[src/logic/regulator_dvs_map.svh]
`ifndef REGULATOR_DVS_MAP_SVH
`define REGULATOR_DVS_MAP_SVH
// Summary of operation
// - Pin enable selections count only with sequencing field 111 and enable field 10.
// - With several pins selected, the regulator enable is the OR of all selected pin levels.
// - Selection bit n set makes control pin n an enable source, and clear leaves it out.
// - Code 0 disables scaling, 1..28 pick pairs 0/1..6/7 in order, 29 serial, rest reserved.
// - With a pin pair selected (codes 1..28) and the pins at 00, the first alternate voltage code is applied.
// - A code maps linearly to voltage: code 0 is 0.55 V and each increment adds one step.
// - Pins at 01, 10 or 11 apply the second, third or fourth alternate voltage code.
`define ADDR_PIN_ENABLE_SELECT 8'h2c
`define ADDR_PAIR_SELECT 8'h2d
`define ADDR_ALT_VOLTAGE_0 8'h2e
`define ADDR_ALT_VOLTAGE_1 8'h2f
`define ADDR_ALT_VOLTAGE_2 8'h30
`define ADDR_ALT_VOLTAGE_3 8'h31
`define RST_PIN_ENABLE_SELECT 8'h00
`define RST_PAIR_CODE 5'h00
`define RST_ALT_VOLTAGE 6'h00
`define PAIR_CODE_W 5
`define VCODE_W 6
`define SEQ_PIN_MODE 3'h7
`define EN_PIN_MODE 2'h2
`define PAIR_CODE_OFF 5'h00
`define PAIR_CODE_LAST 5'h1c
`define PAIR_CODE_SERIAL 5'h1d
`define NUM_PINS 8
`define BASE_VOLTAGE_MV 12'h0226
`define STEP_10_MV 12'h000a
`define STEP_25_MV 12'h0019
`define STEP_50_MV 12'h0032
`define STEP_SEL_10 2'h0
`define STEP_SEL_25 2'h1
`endif

[src/logic/regulator_dvs_pkg.sv]
package regulator_dvs_pkg;
    typedef enum logic [1:0] {
        dvs_off,
        dvs_pins,
        dvs_serial,
        dvs_reserved
    } dvs_mode_t;
endpackage : regulator_dvs_pkg

[src/logic/pair_code_decoder.sv]
`timescale 1ns/10ps
`include "regulator_dvs_map.svh"
module pair_code_decoder (
    input wire logic [4:0] pair_code,
    output regulator_dvs_pkg::dvs_mode_t mode,
    output logic [2:0] low_pin,
    output logic [2:0] high_pin
);
    // pairs enumerated in ascending order, code 1 = pins 0/1
    always_comb begin
        logic [4:0] idx;
        idx = 5'h01;
        low_pin = 3'h0;
        high_pin = 3'h0;
        for (int i = 0; i < `NUM_PINS; i++) begin
            for (int j = i + 1; j < `NUM_PINS; j++) begin
                if (idx == pair_code) begin
                    low_pin = 3'(i);
                    high_pin = 3'(j);
                end
                idx = idx + 5'h01;
            end
        end
        if (pair_code == `PAIR_CODE_OFF) begin
            mode = regulator_dvs_pkg::dvs_off;
        end else if (pair_code <= `PAIR_CODE_LAST) begin
            mode = regulator_dvs_pkg::dvs_pins;
        end else if (pair_code == `PAIR_CODE_SERIAL) begin
            mode = regulator_dvs_pkg::dvs_serial;
        end else begin
            mode = regulator_dvs_pkg::dvs_reserved;
        end
    end
endmodule : pair_code_decoder

[src/logic/regulator_pin_enable_dvs_select.sv]
`timescale 1ns/10ps
`include "regulator_dvs_map.svh"
module regulator_pin_enable_dvs_select (
    input wire logic clk,
    input wire logic rst_n,
    input wire logic [7:0] reg_addr,
    input wire logic [7:0] reg_wdata,
    input wire logic reg_write,
    input wire logic reg_read,
    output logic [7:0] reg_rdata,
    input wire logic [7:0] multipurpose_pin,
    input wire logic [2:0] regulator_sequencing_field,
    input wire logic [1:0] regulator_enable_field,
    input wire logic [1:0] voltage_step_size,
    input wire logic [5:0] nominal_voltage_code,
    input wire logic [5:0] serial_voltage_code,
    output logic pin_mode_active,
    output logic pin_enable_request,
    output logic dvs_active,
    output logic dvs_serial_mode,
    output logic [1:0] dvs_selector,
    output logic [5:0] applied_voltage_code,
    output logic [11:0] applied_voltage_mv
);
    logic [7:0] pin_enable_select;
    logic [4:0] scaling_pair_code;
    logic [5:0] alt_voltage_code [4];
    regulator_dvs_pkg::dvs_mode_t mode;
    logic [2:0] low_pin;
    logic [2:0] high_pin;
    logic pin_mode;
    logic [1:0] next_selector;
    logic [5:0] next_code;
    logic [11:0] step_mv;
    logic write_pin_enable_select;
    logic write_pair_select;
    logic [3:0] write_alt_voltage;
    logic [7:0] pin_source;
    logic next_active;
    logic next_serial;
    logic [11:0] next_mv;

    // unmapped offsets and unused upper bits read as zero
    function automatic logic [7:0] read_mux(input logic [7:0] addr,
                                            input logic [7:0] pes,
                                            input logic [4:0] pc,
                                            input logic [5:0] a0,
                                            input logic [5:0] a1,
                                            input logic [5:0] a2,
                                            input logic [5:0] a3);
        unique case (addr)
            `ADDR_PIN_ENABLE_SELECT: read_mux = pes;
            `ADDR_PAIR_SELECT: read_mux = {3'h0, pc};
            `ADDR_ALT_VOLTAGE_0: read_mux = {2'h0, a0};
            `ADDR_ALT_VOLTAGE_1: read_mux = {2'h0, a1};
            `ADDR_ALT_VOLTAGE_2: read_mux = {2'h0, a2};
            `ADDR_ALT_VOLTAGE_3: read_mux = {2'h0, a3};
            default: read_mux = 8'h00;
        endcase
    endfunction : read_mux

    // one address compare shared by every write strobe
    function automatic logic write_hit(input logic strobe, input logic [7:0] addr,
                                       input logic [7:0] target);
        write_hit = strobe && (addr == target);
    endfunction : write_hit

    // step sizes 2 and 3 both give the coarse step
    function automatic logic [11:0] step_of(input logic [1:0] size);
        unique case (size)
            `STEP_SEL_10: step_of = `STEP_10_MV;
            `STEP_SEL_25: step_of = `STEP_25_MV;
            default: step_of = `STEP_50_MV;
        endcase
    endfunction : step_of

    // write strobes, one per register
    assign write_pin_enable_select = write_hit(reg_write, reg_addr, `ADDR_PIN_ENABLE_SELECT);
    assign write_pair_select = write_hit(reg_write, reg_addr, `ADDR_PAIR_SELECT);

    always_ff @(posedge clk or negedge rst_n) begin
        if (!rst_n) begin
            pin_enable_select <= `RST_PIN_ENABLE_SELECT;
        end else if (write_pin_enable_select) begin
            pin_enable_select <= reg_wdata;
        end
    end

    always_ff @(posedge clk or negedge rst_n) begin
        if (!rst_n) begin
            scaling_pair_code <= `RST_PAIR_CODE;
        end else if (write_pair_select) begin
            scaling_pair_code <= reg_wdata[4:0];
        end
    end

    // four alternate codes, each with its own write strobe
    genvar g;
    generate
        for (g = 0; g < 4; g++) begin : g_alt
            assign write_alt_voltage[g] = write_hit(reg_write, reg_addr,
                                                    `ADDR_ALT_VOLTAGE_0 + 8'(g));
            always_ff @(posedge clk or negedge rst_n) begin
                if (!rst_n) begin
                    alt_voltage_code[g] <= `RST_ALT_VOLTAGE;
                end else if (write_alt_voltage[g]) begin
                    alt_voltage_code[g] <= reg_wdata[5:0];
                end
            end
        end
    endgenerate

    always_ff @(posedge clk or negedge rst_n) begin
        if (!rst_n) begin
            reg_rdata <= 8'h00;
        end else if (reg_read) begin
            // read data holds until the next read strobe
            reg_rdata <= read_mux(reg_addr, pin_enable_select, scaling_pair_code,
                                  alt_voltage_code[0], alt_voltage_code[1],
                                  alt_voltage_code[2], alt_voltage_code[3]);
        end
    end

    // selections only honoured in pin-sequenced enable mode
    assign pin_mode = (regulator_sequencing_field == `SEQ_PIN_MODE)
                   && (regulator_enable_field == `EN_PIN_MODE);

    // each selection bit gates its own pin
    genvar p;
    generate
        for (p = 0; p < `NUM_PINS; p++) begin : g_pin_gate
            assign pin_source[p] = pin_enable_select[p] && multipurpose_pin[p];
        end
    endgenerate

    // mode flag registered like every other output
    always_ff @(posedge clk or negedge rst_n) begin
        if (!rst_n) begin
            pin_mode_active <= 1'b0;
        end else begin
            pin_mode_active <= pin_mode;
        end
    end

    // any gated pin raises the enable, nothing does outside pin mode
    always_ff @(posedge clk or negedge rst_n) begin
        if (!rst_n) begin
            pin_enable_request <= 1'b0;
        end else begin
            pin_enable_request <= pin_mode && (|pin_source);
        end
    end

    // pair decode is a pure table, kept in its own module
    pair_code_decoder i_pair_code_decoder (
        .pair_code(scaling_pair_code),
        .mode(mode),
        .low_pin(low_pin),
        .high_pin(high_pin)
    );

    always_comb begin
        next_selector = {multipurpose_pin[high_pin], multipurpose_pin[low_pin]};
        next_active = (mode == regulator_dvs_pkg::dvs_pins)
                   || (mode == regulator_dvs_pkg::dvs_serial);
        next_serial = (mode == regulator_dvs_pkg::dvs_serial);
        unique case (mode)
            regulator_dvs_pkg::dvs_pins: begin
                next_code = alt_voltage_code[next_selector];
            end
            regulator_dvs_pkg::dvs_serial: next_code = serial_voltage_code;
            default: next_code = nominal_voltage_code;
        endcase
        step_mv = step_of(voltage_step_size);
        // at most 3700 mV, so twelve bits never overflow
        next_mv = 12'(`BASE_VOLTAGE_MV + 12'(next_code) * step_mv);
    end

    // every output below follows its inputs one edge later
    always_ff @(posedge clk or negedge rst_n) begin
        if (!rst_n) begin
            dvs_active <= 1'b0;
        end else begin
            dvs_active <= next_active;
        end
    end

    always_ff @(posedge clk or negedge rst_n) begin
        if (!rst_n) begin
            dvs_serial_mode <= 1'b0;
        end else begin
            dvs_serial_mode <= next_serial;
        end
    end

    // selector only shows pin levels in pin-pair mode
    always_ff @(posedge clk or negedge rst_n) begin
        if (!rst_n) begin
            dvs_selector <= 2'h0;
        end else begin
            dvs_selector <= (next_active && !next_serial) ? next_selector : 2'h0;
        end
    end

    always_ff @(posedge clk or negedge rst_n) begin
        if (!rst_n) begin
            applied_voltage_code <= `RST_ALT_VOLTAGE;
        end else begin
            applied_voltage_code <= next_code;
        end
    end

    // millivolt view of the applied code
    always_ff @(posedge clk or negedge rst_n) begin
        if (!rst_n) begin
            applied_voltage_mv <= `BASE_VOLTAGE_MV;
        end else begin
            applied_voltage_mv <= next_mv;
        end
    end
endmodule : regulator_pin_enable_dvs_select

[config.mk]
export PLATFORM = sky130hd
export DESIGN_NAME = regulator_pin_enable_dvs_select
export DESIGN_NICKNAME = d
export VERILOG_FILES = /design/src/logic/regulator_dvs_pkg.sv /design/src/logic/pair_code_decoder.sv /design/src/logic/regulator_pin_enable_dvs_select.sv
export VERILOG_INCLUDE_DIRS = /design/src /design/src/logic
export SDC_FILE = /design/constraint.sdc
export NUM_CORES = 1
export LEC_CHECK = 0
export BUFFER_PORTS_ARGS = -buffer_cell sky130_fd_sc_hd__buf_2
export CORE_UTILIZATION = 28
export DETAILED_ROUTE_END_ITERATION = 16
export PLACE_DENSITY = 0.48
export SETUP_SLACK_MARGIN = 0.2
export SYNTH_ARGS = -nofsm -noshare
export SYNTH_HDL_FRONTEND = slang
export SYNTH_SLANG_ARGS = --single-unit
export TNS_END_PERCENT = 10
[constraint.sdc]
create_clock -name clk -period 9.7 [get_ports clk]
set_input_delay 0.485 -clock clk [delete_from_list [all_inputs] [get_ports clk]]
set_output_delay 0.485 -clock clk [all_outputs]
set_load 0.01 [all_outputs]
# ---- Yosys cells after proc, flatten, opt, wreduce, memory -nomap -nowiden
# Cells that the tools add are included.
dict set report word_totals {
  ff_bits 69
  wordCells 146
  output_inout_bits 32
}
dict set report op_classes {
  n_bitwise 1
  mul 1
  n_addsub 1
  muxes 63
  n_reduce_logical 22
  magnitude_cmp 4
  eq_ne 40
}
# operator count
set ops {}
lappend ops {{two-way mux 3 bit} 32}
lappend ops {{== test 5 bit, first input constant} 13}
lappend ops {{== test 8 x 6 -> 1 bit, second input constant} 6}
lappend ops {{case mux 8 bit (6 select lines)} 1}
lappend ops {{== test 4 x 5 -> 1 bit, first input constant} 8}
lappend ops {{two-way mux 2 bit} 13}
lappend ops {{case mux 6 bit (2 select lines)} 2}
lappend ops {{== test 3 x 5 -> 1 bit, first input constant} 4}
lappend ops {{logical AND 1 bit} 17}
lappend ops {{adder 10 x 12 -> 12 bit, first input constant} 1}
lappend ops {{binary-select mux 6 bit (select 2 bit)} 1}
lappend ops {{multiplier 6 x 12 -> 12 bit} 1}
lappend ops {{two-way mux 6 bit} 2}
lappend ops {{== test 2 x 5 -> 1 bit, first input constant} 2}
lappend ops {{two-way mux 1 bit} 10}
lappend ops {{less-than comparator 3 x 4 -> 1 bit, second input constant} 2}
lappend ops {{OR reduction 8 bit} 1}
lappend ops {{binary-select mux 1 bit (select 3 bit)} 2}
lappend ops {{== test 1 x 5 -> 1 bit, first input constant} 1}
lappend ops {{== test 5 bit, second input constant} 1}
lappend ops {{less-or-equal comparator 5 bit, second input constant} 1}
lappend ops {{logical NOT 5 bit} 1}
lappend ops {{== test 2 x 1 -> 1 bit, second input constant} 2}
lappend ops {{== test 2 bit, second input constant} 2}
lappend ops {{other kinds (6)} 6}

# ---- Depth between registers and ports, before layout
# Gate-level depths: netlist (run 1).
dict set report depth {
  word_depth 38
  mapped_depth 25
}

# ---- Modules after synthesis
# Synthesis (run 1) repeated with hierarchy kept, for this count alone.
dict set report unflattened {
  hier_cells 424
  hier_area_um2 4613.2
}
# mod area_each_um2 seq_area_each_um2 instances cells_each
set modules_own_cells {}
lappend modules_own_cells {regulator_pin_enable_dvs_select 4331.7 1731.7 1 383}
lappend modules_own_cells {pair_code_decoder 281.5 0.0 1 41}

# ---- Worst setup path after synthesis (run 1)
# OpenSTA, ideal clock, no wires.
dict set report synth_timing {
  path_kind {reg2reg}
  from {register scaling_pair_code[3]}
  to {register applied_voltage_mv[11]}
  path_stages_with_launch 24
  period_less_slack_ns 6.247
  path_slack_ns 3.453
  t_arrival_ns 6.178
  setup_time_ns 0.069
  path_cell_list {dfrtp_1 > buf_4 > buf_2 > or4_1 > a21oi_1 > inv_1 > ha_1 > clkbuf_1 > nor2b_1 > clkbuf_1 > o211ai_2 > a31o_1 > ha_1 > fa_1 > inv_1 > fa_1 > fa_1 > ha_1 > inv_1 > o21bai_1 > a21oi_1 > o21ai_0 > or4_1 > nand3_1}
}
dict set report synth_via {
  elab_chain_cells 38
  word_cells_on_any_way 96
  classes_between {add/sub (1); mul (1); order compare (1); eq/ne (31); mux (60); bitwise (1); reduce/logical (1)}
}
# item line_no
set synth_rtl {}
lappend synth_rtl {{start: declaration} regulator_pin_enable_dvs_select.sv:26} ;# logic [4:0] scaling_pair_code;
lappend synth_rtl {{start signal: assignment} regulator_pin_enable_dvs_select.sv:91} ;# scaling_pair_code <= `RST_PAIR_CODE;
lappend synth_rtl {{start signal: assignment} regulator_pin_enable_dvs_select.sv:93} ;# scaling_pair_code <= reg_wdata[4:0];
lappend synth_rtl {{== test 1 x 5 -> 1 bit} pair_code_decoder.sv:17} ;# if (idx == pair_code) begin
lappend synth_rtl {{two-way mux 1 bit} pair_code_decoder.sv:17}
lappend synth_rtl {{two-way mux 2 bit} pair_code_decoder.sv:17}
lappend synth_rtl {{two-way mux 3 bit (26 in a row)} pair_code_decoder.sv:17}
lappend synth_rtl {{binary-select mux 1 bit (select 3 bit)} regulator_pin_enable_dvs_select.sv:163} ;# next_selector = {multipurpose_pin[high_pin], multipurpose_pin[low_pin]};
lappend synth_rtl {{two-way mux 1 bit (not written as such)} regulator_pin_enable_dvs_select.sv:163}
lappend synth_rtl {{NOT 2 -> 3 bit (not written as such)} regulator_pin_enable_dvs_select.sv:169} ;# next_code = alt_voltage_code[next_selector];
lappend synth_rtl {{binary-select mux 6 bit (select 2 bit)} regulator_pin_enable_dvs_select.sv:169}
lappend synth_rtl {{two-way mux 6 bit (not written as such) (2 in a row)} regulator_pin_enable_dvs_select.sv:169}
lappend synth_rtl {{case mux 6 bit (2 select lines) *} regulator_pin_enable_dvs_select.sv:167} ;# unique case (mode)
lappend synth_rtl {{multiplier 6 x 12 -> 12 bit *} regulator_pin_enable_dvs_select.sv:176} ;# next_mv = 12'(`BASE_VOLTAGE_MV + 12'(next_code) * step_mv);
lappend synth_rtl {{adder 10 x 12 -> 12 bit (no source line) *} -}
lappend synth_rtl {{via next_mv[11]} regulator_pin_enable_dvs_select.sv:41} ;# logic [11:0] next_mv;
lappend synth_rtl {{end signal: assignment} regulator_pin_enable_dvs_select.sv:216} ;# applied_voltage_mv <= `BASE_VOLTAGE_MV;
lappend synth_rtl {{end signal: assignment} regulator_pin_enable_dvs_select.sv:218} ;# applied_voltage_mv <= next_mv;
lappend synth_rtl {{end: declaration} regulator_pin_enable_dvs_select.sv:23} ;# output logic [11:0] applied_voltage_mv
# The timed path passes the listed nets; every way through them passes the cells marked *. The select of a mux whose other input is x is not followed.
# A chain may end at the register's enable or synchronous reset.

# ---- Final worst setup path (run 1)
# Ends and elaborated chain as after synthesis.

==> run_results.csv, run 1 <==
group,metric,value,unit
outcome,status,"completed",
timing,rsz0062_at_grt,"false",
worst_setup_path,crit_cells,18,
timing,slew-limit-headroom,29.7,%
logic_synthesis,synth_top_area_cell,"dfrtp_1",
grt,grt-ovfl-total,0,
pwr,power.internal,0.000626,W
logic_synthesis,yosys.area.top_type_share,31.6,%
clocking,clk_latency,350,ps
die,ios,79,
routing,drc,0,
worst_setup_path,cp_top_family,"adder cells",
grt,grt_pass1_vias,4026,
routing,via_per_inst,5.27,
timing,period_share,74.3,%
timing,hold_violations,0,
timing,setup_tns,0,ps
clocking,post_cts_resized,0,
logic_synthesis,synthAdderAreaFrac,13.6,%
logic_synthesis,yosys.area_share.simple,10.9,%
logic_synthesis,ys.flop_type,"dfrtp_1",
clocking,clk_path_buf_depth,2,
placement,post-dp-hpwl,10.4,mm
worst_setup_path,required,9980,ps
routing,routed-via-count,4218,
pwr,leakagePower,2.87,nW
pwr,power_frac_comb,27.0,%
worst_setup_path,reg2reg_from,"scaling_pair_code[3]$_DFFE_PN0P_",
timing,slew_viol_final,0,
logic_synthesis,synth_warnings,0,
routing,drtAntennaViolNets,0,
min_path,whs_endpoint,"pin_mode_active$_DFF_PN0_",
timing,fmax,139,MHz
logic_synthesis,synth-xor-area-share,1.87,%
die,dieArea,18900,sq um
routing,wl_per_cell,17.5,microns
pwr,vdd_drop_max,97.7,uV
worst_setup_path,r2r_cells,18,
clocking,htreeDepth,3,
min_path,holdPathStages,2,
grt,antenna_found_initial,0,
die,num_rows,49,
logic_synthesis,synth_top_family_by_area,"compound AO/OA/AOI/OAI gates",
logic_synthesis,yosysSeqAreaShare,33.6,%
layout,drive_above_1_share,29.9,%
layout,syn_to_final_growth,16.7,%
min_path,min-delay-start,"regulator_enable_field[0]",
layout,nets,662,
grt,grt_max_degree,70,
timing,worst_pin_slew,1050,ps
die,die_w,138,microns
routing,drt_iter0_markers,235,
logic_synthesis,ys_seq_elements,69,
worst_setup_path,start_kind,"flop",
pwr,switchingPower,0.000300,W
logic_synthesis,synth-async-reset-ratio,100,%
clocking,root_buffer,"clkbuf_16",
placement,gp_congestion,0.869,
logic_synthesis,synth_cell_types,68,
logic_synthesis,synth_edf_count,0,
routing,drt-pass1-iter-count,4,
worst_setup_path,crit_chain,"or4_1 > a21oi_1 > inv_1 > ha_1 > nor2b_1 > o21ai_0 > o311ai_0 > fa_1 > fa_1 > inv_1 > fa_1 > inv_1 > ha_1 > ha_1 > a21oi_1 > o21ai_0 > or4_1 > nand3_1",
min_path,hp-class,"in2reg",
logic_synthesis,syn-instance-count,501,
pwr,power.density,154,nW/um^2
die,core_area,18000,sq um
clocking,clkTransAtPathRegs,60,ps
logic_synthesis,synth_compound_area_share,19.5,%
layout,num_antenna_cells,0,
die,start_util,28.6,%
clocking,cts_sinks,69,
worst_setup_path,worst-path-buf-inv,3,
timing,final-setup-viol-count,0,
routing,postRouteWirelength,14.0,mm
pwr,sw_frac_of_total,32.4,%
logic_synthesis,synth.area.top_cells,"dfrtp_1 32%, mux2_2 9.8%, ha_1 9.0%",
worst_setup_path,crit_path_top_delay_cell,"nor2b_1",
worst_setup_path,critPathMaxFanout,25,
layout,final_core_util,33.4,%
timing,skew,9.72,ps
placement,port_buffers,78,
worst_setup_path,end_kind,"flop",
logic_synthesis,syn_area,5150,sq um
timing,fin_crit,7200,ps
worst_setup_path,crit_path_max_incr_delay,870,ps
die,die_y,138,microns
flow_run,cap_viol_max_count,0,
clocking,cts_setup_buffers,0,
grt,track_usage,15.3,%
logic_synthesis,syn_avg_cell_area,10.3,sq um
logic_synthesis,syn_nets,596,
pwr,p_seq_share,36.3,%
worst_setup_path,reg2reg_slack,2500,ps
worst_setup_path,critPathArrivalTime,7480,ps
clocking,cts_buffers,9,
logic_synthesis,muxShareOfSynthArea,14.5,%
grt,grt_pass1_wl,21.6,mm
worst_setup_path,reg2reg_to,"applied_voltage_mv[11]$_DFF_PN0_",
timing,fin_hold_ws,306,ps
clocking,cts_tree,"done",
clocking,ctsHoldBuffers,0,
worst_setup_path,worstSetupPathType,"reg2reg",
pwr,p_clk_share,36.6,%
[cells in the mapped netlist, types with 9 or more instances]
cell type and number:
dfrtp_1 65, ha_1 37, nand2_1 27, buf_2 9, nand3_1 10, clkbuf_1 9
fa_1 11, o21ai_0 13, nor2_1 22, mux2_2 45, o22ai_1 11, mux2i_1 12
inv_1 42, a21oi_1 23, nand4_1 18, a31oi_1 12
[flip-flops by register name, indices dropped and copies added (netlist names)]
signal and count:
reg_rdata 8, scaling_pair_code 5, pin_mode_active 1, dvs_serial_mode 1
alt_voltage_code 24, pin_enable_request 1, pin_enable_select 8, dvs_active 1
applied_voltage_code 6, applied_voltage_mv 12, dvs_selector 2
[power groups by stage]
stage	clock network (W)	logic, W	registers, W
2_1_floorplan	0	0.000174	0.000343
3_3_place_gp	0	0.000250	0.000341
3_5_place_dp	0	0.000249	0.000341
4_1_cts	0.000350	0.000252	0.000336
5_1_grt	0.000362	0.000280	0.000341
6_report	0.000339	0.000250	0.000336
[placed cells by master (no fill, tap or decap), types with 5 or more instances in the layout]
master     instances
inv_1             42
mux2_4             5
o22ai_1           11
a21oi_1           23
o311ai_0           7
nor2_1            22
a22o_1             7
a22oi_1            7
fa_1              11
buf_2             78
a211oi_1           6
nand2_1           27
o21ai_0           13
a311oi_1           6
mux2_2            45
ha_1              37
nor2b_1            5
mux2i_1           12
nand4_1           18
xnor2_1            7
dfrtp_1           65
clkbuf_16          9
a31oi_1           12
nand3_1           10
[worst max-delay path by stage]
stage	from	end
after floorplan	scaling_pair_code[3]$_DFFE_PN0P_	applied_voltage_mv[11]$_DFF_PN0_
after global placement	scaling_pair_code[3]$_DFFE_PN0P_	applied_voltage_mv[11]$_DFF_PN0_
after detailed placement	scaling_pair_code[3]$_DFFE_PN0P_	applied_voltage_mv[11]$_DFF_PN0_
after CTS	scaling_pair_code[3]$_DFFE_PN0P_	applied_voltage_mv[11]$_DFF_PN0_
after global routing	scaling_pair_code[3]$_DFFE_PN0P_	applied_voltage_mv[11]$_DFF_PN0_
final	scaling_pair_code[3]$_DFFE_PN0P_	applied_voltage_mv[11]$_DFF_PN0_
[per-stage QoR]
| stage | setup WS, ps | cell area, sq um | cells | total power (W) |
|---|---|---|---|---|
| final | 2500 | 6010 | 801 | 0.000925 |
| after global routing | 2010 | 6010 | 801 | 0.000982 |
| after CTS | 2470 | 6010 | 801 | 0.000938 |
| after detailed placement | 2540 | 5710 | 785 | 0.000591 |
| after global placement | 2710 | 5710 | 785 | 0.000590 |
| after floorplan | 3450 | 5150 | 501 | 0.000516 |
[per-layer routing]
layer	track usage [%]	wire [microns]	vias to the layer above
met4	5.62	288	0
li1	-	-	2028
met1	20.2	6580	2012
met3	3.50	835	22
met2	24.1	6280	156
met5	0	0	-
[cell type report]
class | instances | area [sq um]
Clock inverter | 5 | 60.1
Clock buffer | 11 | 243
Fill cell | 1864 | 12000
Sequential cell | 69 | 1730
Timing Repair Buffer | 82 | 420
Tap cell | 229 | 287
Multi-Input combinational cell | 363 | 3110
Inverter | 42 | 158
[logic make-up after synthesis]
family                   Yosys count
AO/OA/AOI/OAI                    133
AND/OR/NAND/NOR                  105
buffers and inverters             69
flip-flops                        69
multiplexers                      64
adder cells (fa/ha/maj)           50
XOR/XNOR                          11
(Power assumes the default switching activity.)
==> run 2, diff against run 1 <==
--- a/config.mk
+++ b/config.mk
@@ -9,7 +9,7 @@
 export BUFFER_PORTS_ARGS = -buffer_cell sky130_fd_sc_hd__buf_2
 export CORE_UTILIZATION = 28
 export DETAILED_ROUTE_END_ITERATION = 16
-export PLACE_DENSITY = 0.48
+export PLACE_DENSITY = 0.5
 export SETUP_SLACK_MARGIN = 0.2
 export SYNTH_ARGS = -nofsm -noshare
 export SYNTH_HDL_FRONTEND = slang
==> constraint.sdc (replaced) <==
create_clock -name clk -period 6.4 [get_ports clk]
set_input_delay 0.32 -clock clk [delete_from_list [all_inputs] [get_ports clk]]
set_output_delay 0.32 -clock clk [all_outputs]
set_load 0.01 [all_outputs]
==> run_results.csv, run 2 (synthesized netlist as in run 1, its figures left out) <==
group,metric,value,unit
outcome,status,"completed",
worst_setup_path,start_kind,"flop",
worst_setup_path,cp_top_family,"adder cells",
worst_setup_path,worst-path-buf-inv,4,
routing,drc,0,
clocking,clkTransAtPathRegs,70,ps
timing,final-setup-viol-count,0,
routing,drtAntennaViolNets,0,
flow_run,cap_viol_max_count,0,
clocking,root_buffer,"clkbuf_16",
routing,via_per_inst,5.32,
timing,setup_tns,0,ps
timing,rsz0062_at_grt,"false",
die,start_util,28.6,%
timing,period_share,93.1,%
layout,n_fill_cell,1872,
layout,nets,686,
grt,antenna_found_initial,0,
grt,grt_max_degree,70,
layout,top_regs,"alt_voltage_code: 24 flops, applied_voltage_mv: 12 flops",
die,dieArea,18900,sq um
die,die_y,138,microns
placement,post-dp-hpwl,10.8,mm
die,ios,79,
clocking,clk_latency,360,ps
die,num_rows,49,
worst_setup_path,worstSetupPathType,"reg2reg",
timing,fmax,168,MHz
timing,hold_violations,0,
clocking,cts_buffers,9,
clocking,ctsHoldBuffers,0,
grt,grt_pass1_vias,4324,
worst_setup_path,critPathArrivalTime,6240,ps
worst_setup_path,critPathMaxFanout,8,
worst_setup_path,crit_chain,"nor2b_1 > mux2_2 > a222oi_1 > o32ai_4 > buf_4 > mux2_2 > nand4_1 > buf_4 > a31o_1 > ha_1 > fa_1 > inv_1 > fa_1 > fa_1 > ha_1 > inv_1 > o21bai_1 > a21oi_2 > o21ai_1 > or4_1 > nand3_1",
worst_setup_path,crit_top_cell,"fa_1",
grt,grt_pass1_wl,22.9,mm
layout,largest-register,"alt_voltage_code",
layout,largest_reg_flops,24,
placement,port_buffers,78,
layout,fin_area,6310,sq um
pwr,power.density,228,nW/um^2
pwr,leakagePower,3.02,nW
worst_setup_path,crit_path_top_delay_cell,"fa_1",
worst_setup_path,end_kind,"flop",
die,die_w,138,microns
pwr,vdd_drop_max,149,uV
layout,mostFrequentLayoutCell,"buf_2",
timing,slew_viol_final,0,
timing,skew,11.8,ps
grt,grt-ovfl-total,0,
worst_setup_path,crit_path_max_incr_delay,540,ps
routing,postRouteWirelength,14.5,mm
layout,layout_common_cells,"78 x buf_2, 62 x dfrtp_1, 45 x mux2_2",
timing,fin_crit,5960,ps
layout,num_antenna_cells,0,
layout,drive_above_1_share,35.9,%
pwr,finalPower,0.00144,W
routing,drt-pass1-iter-count,5,
routing,drt_iter0_markers,248,
placement,placedInstanceArea,5840,sq um
timing,slew-limit-headroom,38.7,%
layout,final_core_util,35.0,%
clocking,cts_sinks,69,
clocking,htreeDepth,3,
worst_setup_path,required,6680,ps
timing,worst_pin_slew,920,ps
grt,track_usage,16.2,%
layout,syn_to_final_growth,22.4,%
routing,wl_per_cell,17.5,microns
placement,gp_congestion,0.845,
min_path,hp-class,"in2reg",
clocking,clk_path_buf_depth,2,
clocking,cts_tree,"done",
die,core_area,18000,sq um
routing,routed-via-count,4385,
==> run 2: cell types whose count changed in the layout (fill, tap and decap cells not counted), sizes merged <==
| cell | previous run | this run |
|---|---|---|
| buf | 82 | 106 |
| inv | 42 | 47 |
| clkinv | 3 | 0 |
| clkbuf | 11 | 9 |
| bufinv | 1 | 0 |
| clkinvlp | 1 | 2 |
==> run 2: layout make-up <==
class	count	area, sq um	area share [%]
clock buffer	9	225	3.57
clock inverter	7	63.8	1.01
inverter	42	158	2.50
multi-input combinational	363	3230	51.2
sequential	69	1740	27.5
tap	229	287	4.54
timing repair buffer	106	612	9.70
==> run 2: worst register-to-register path: cells and delay by family, from the launching register on <==
kind | cells | cell delay, ps
adders and majority gates | 5 | 2160
AOI/OAI and AO/OA | 6 | 1300
and+or+nand+nor | 4 | 890
muxes | 2 | 580
buffers and inverters | 4 | 520
DFF | 1 | 430
==> run 2: final timing paths <==
kind | startpoint | endpoint | slack (ps) | cells past startpoint
max | scaling_pair_code[3]$_DFFE_PN0P_ | applied_voltage_mv[11]$_DFF_PN0_ | 440 | 21
min | regulator_enable_field[0] | pin_mode_active$_DFF_PN0_ | 120 | 2
max reg2reg | scaling_pair_code[3]$_DFFE_PN0P_ | applied_voltage_mv[11]$_DFF_PN0_ | 440 | 21
min reg2reg | alt_voltage_code[3]$_DFFE_PN0P_ | alt_voltage_code[3]$_DFFE_PN0P_ | 530 | 1
max in group asynchronous | rst_n | scaling_pair_code[4]$_DFFE_PN0P_ | 5590 | 2
min in group asynchronous | rst_n | applied_voltage_mv[8]$_DFF_PN0_ | 170 | 2
==> run 2: stage by stage <==
stage	setup slack, ps	cells	hold slack [ps]
finish	443	825	122
global route	189	825	124
CTS	215	818	112
detailed placement	113	802	494
global placement	100	802	491
floorplan	306	501	24.4
==> run 2: what timing repair did <==
action,in CTS,in global routing
buffers inserted,0,7
pin swaps,1,6
gates resized for setup,6,23
setup endpoints to repair,1,3
==> run 2: where the power goes <==
part	total (W)	leakage (nW)	internal (W)	switching (W)
clock network	0.000502	0.137	0.000272	0.000230
registers	0.000500	0.906	0.000480	0.0000198
logic	0.000438	1.98	0.000187	0.000251
total	0.00144	3.02	0.000940	0.000501
==> run 2: metal layers <==
layer  part of all wire [%]  track usage [%]  vias to the layer above  wire [microns]
li1                       -                -                     2080               -
met1                     47             21.6                     2129            6860
met2                     44             24.9                      147            6430
met3                    5.5             3.42                       29             797
met4                    2.7             7.02                        0             387
met5                      0                0                        -               0
==> run 3, diff against run 2 <==
--- a/config.mk
+++ b/config.mk
@@ -7,6 +7,7 @@
 export NUM_CORES = 1
 export LEC_CHECK = 0
 export BUFFER_PORTS_ARGS = -buffer_cell sky130_fd_sc_hd__buf_2
+export CORE_MARGIN = 2
 export CORE_UTILIZATION = 28
 export DETAILED_ROUTE_END_ITERATION = 16
 export PLACE_DENSITY = 0.5
==> run_results.csv, run 3 (synthesized netlist as in run 1, its figures left out) <==
group,metric,value,unit
clocking,clkTransAtPathRegs,60,ps
placement,dp_cells,795,
routing,drt_iter0_markers,274,
timing,worst_pin_slew,891,ps
worst_setup_path,crit_top_cell,"fa_1",
timing,rsz0062_at_grt,"false",
worst_setup_path,worstSetupPathType,"reg2reg",
placement,post-dp-hpwl,11.2,mm
layout,top_regs,"alt_voltage_code: 24 flops, applied_voltage_mv: 12 flops",
routing,drc,0,
outcome,status,"completed",
flow_run,cap_viol_max_count,0,
die,core_area,18000,sq um
clocking,cts_tree,"done",
layout,nets,679,
die,die_w,140,microns
timing,setup_tns,0,ps
grt,grt-ovfl-total,0,
layout,largest_reg_flops,24,
clocking,root_buffer,"clkbuf_16",
layout,drive_above_1_share,33.6,%
routing,routed-via-count,4316,
timing,final-setup-viol-count,0,
worst_setup_path,critPathMaxFanout,22,
layout,multiInputGateArea,3160,sq um
clocking,clk_latency,350,ps
layout,syn_to_final_growth,20.3,%
worst_setup_path,crit_chain,"buf_4 > nand2b_1 > o21ai_0 > a21oi_1 > o221ai_2 > o41ai_2 > buf_4 > nand4_2 > a31oi_1 > fa_1 > fa_1 > inv_1 > fa_1 > inv_1 > ha_1 > ha_1 > a21oi_2 > o21ai_1 > or4_1 > nand3_1",
pwr,p_clk_share,36.5,%
die,num_rows,49,
pwr,power_frac_comb,28.8,%
placement,placedInstanceArea,5780,sq um
worst_setup_path,crit_path_max_incr_delay,550,ps
worst_setup_path,required,6680,ps
layout,layout.cells.non_filler,818,
layout,num_antenna_cells,0,
worst_setup_path,start_kind,"flop",
routing,drtAntennaViolNets,0,
layout,mostFrequentLayoutCell,"buf_2",
pwr,power.internal,0.000960,W
timing,slew_viol_final,0,
grt,track_usage,15.3,%
grt,grt_max_degree,70,
pwr,p_seq_share,34.7,%
worst_setup_path,critPathArrivalTime,6110,ps
routing,wl_per_cell,18.2,microns
timing,fmax,171,MHz
placement,gp_congestion,0.891,
worst_setup_path,worst-path-buf-inv,4,
clocking,cts_sinks,69,
timing,hold_violations,0,
pwr,switchingPower,0.000484,W
die,die_y,140,microns
layout,seq_area,1730,sq um
timing,fin_crit,5840,ps
grt,antenna_found_initial,0,
die,dieArea,19500,sq um
routing,postRouteWirelength,14.9,mm
timing,period_share,91.2,%
worst_setup_path,end_kind,"flop",
grt,grt_pass1_wl,23.5,mm
timing,slew-limit-headroom,40.1,%
die,ios,79,
worst_setup_path,cp_top_family,"adder cells",
die,start_util,28.6,%
layout,n_fill_cell,1850,
clocking,clk_path_buf_depth,2,
timing,skew,8.33,ps
routing,via_per_inst,5.28,
grt,grt_pass1_vias,4247,
layout,layout_common_cells,"78 x buf_2, 64 x dfrtp_1, 45 x mux2_2",
worst_setup_path,crit_path_top_delay_cell,"fa_1",
placement,port_buffers,78,
pwr,finalPower,0.00144,W
pwr,sw_frac_of_total,33.5,%
pwr,power.density,233,nW/um^2
min_path,hp-class,"in2reg",
clocking,cts_buffers,9,
layout,largest-register,"alt_voltage_code",
routing,drt-pass1-iter-count,6,
pwr,leakagePower,2.96,nW
clocking,htreeDepth,3,
layout,fin_area,6200,sq um
pwr,vdd_drop_max,133,uV
[run 3: power groups by stage]
stage	registers, W	logic [W]	clock network [W]
2_1_floorplan	0.000519	0.000263	0
3_3_place_gp	0.000507	0.000400	0
3_5_place_dp	0.000509	0.000399	0
4_1_cts	0.000501	0.000404	0.000537
5_1_grt	0.000507	0.000461	0.000563
6_report	0.000500	0.000416	0.000527
[run 3: final cells by class]
| type | count | share of cell area, % |
|---|---|---|
| multi-input combinational | 363 | 50.9 |
| sequential | 69 | 28.0 |
| timing repair buffer | 99 | 9.02 |
| tap | 229 | 4.62 |
| clock buffer | 9 | 3.63 |
| inverter | 42 | 2.54 |
| clock inverter | 7 | 1.29 |
[run 3: stage by stage]
| stage | worst slack [ps] | hold slack, ps | util (%) |
|---|---|---|---|
| floorplan | 306 | 24.4 | - |
| global placement | 296 | 506 | 32.1 |
| detailed placement | 296 | 507 | 32.1 |
| CTS | 222 | 138 | 33.8 |
| global route | 218 | 136 | 34.4 |
| finish | 564 | 145 | 34.4 |
[run 3: what timing repair did]
item                       in CTS  in global routing
resized for setup               0                 18
hold buffers                    0                  0
setup endpoints to repair       0                  3
buffers inserted                0                  7
[run 3: worst paths after layout]
kind / cells past startpoint / slack (ps) / endpoint / start
setup reg to reg: 20 / 560 / applied_voltage_mv[11]$_DFF_PN0_ / scaling_pair_code[2]$_DFFE_PN0P_
hold / removal: 2 / 150 / pin_mode_active$_DFF_PN0_ / regulator_enable_field[0]
setup / recovery: 20 / 560 / applied_voltage_mv[11]$_DFF_PN0_ / scaling_pair_code[2]$_DFFE_PN0P_
max in group asynchronous: 2 / 5590 / scaling_pair_code[1]$_DFFE_PN0P_ / rst_n
hold reg to reg: 1 / 530 / alt_voltage_code[2]$_DFFE_PN0P_ / alt_voltage_code[2]$_DFFE_PN0P_
min in group asynchronous: 2 / 180 / dvs_serial_mode$_DFF_PN0_ / rst_n
[run 3: metal layers]
metal,wire (microns),up-vias,global-route usage [%]
met5,0,-,0
met4,252,0,5.26
met3,878,16,3.06
met2,6630,164,23.6
met1,7100,2078,21.6
li1,-,2058,-
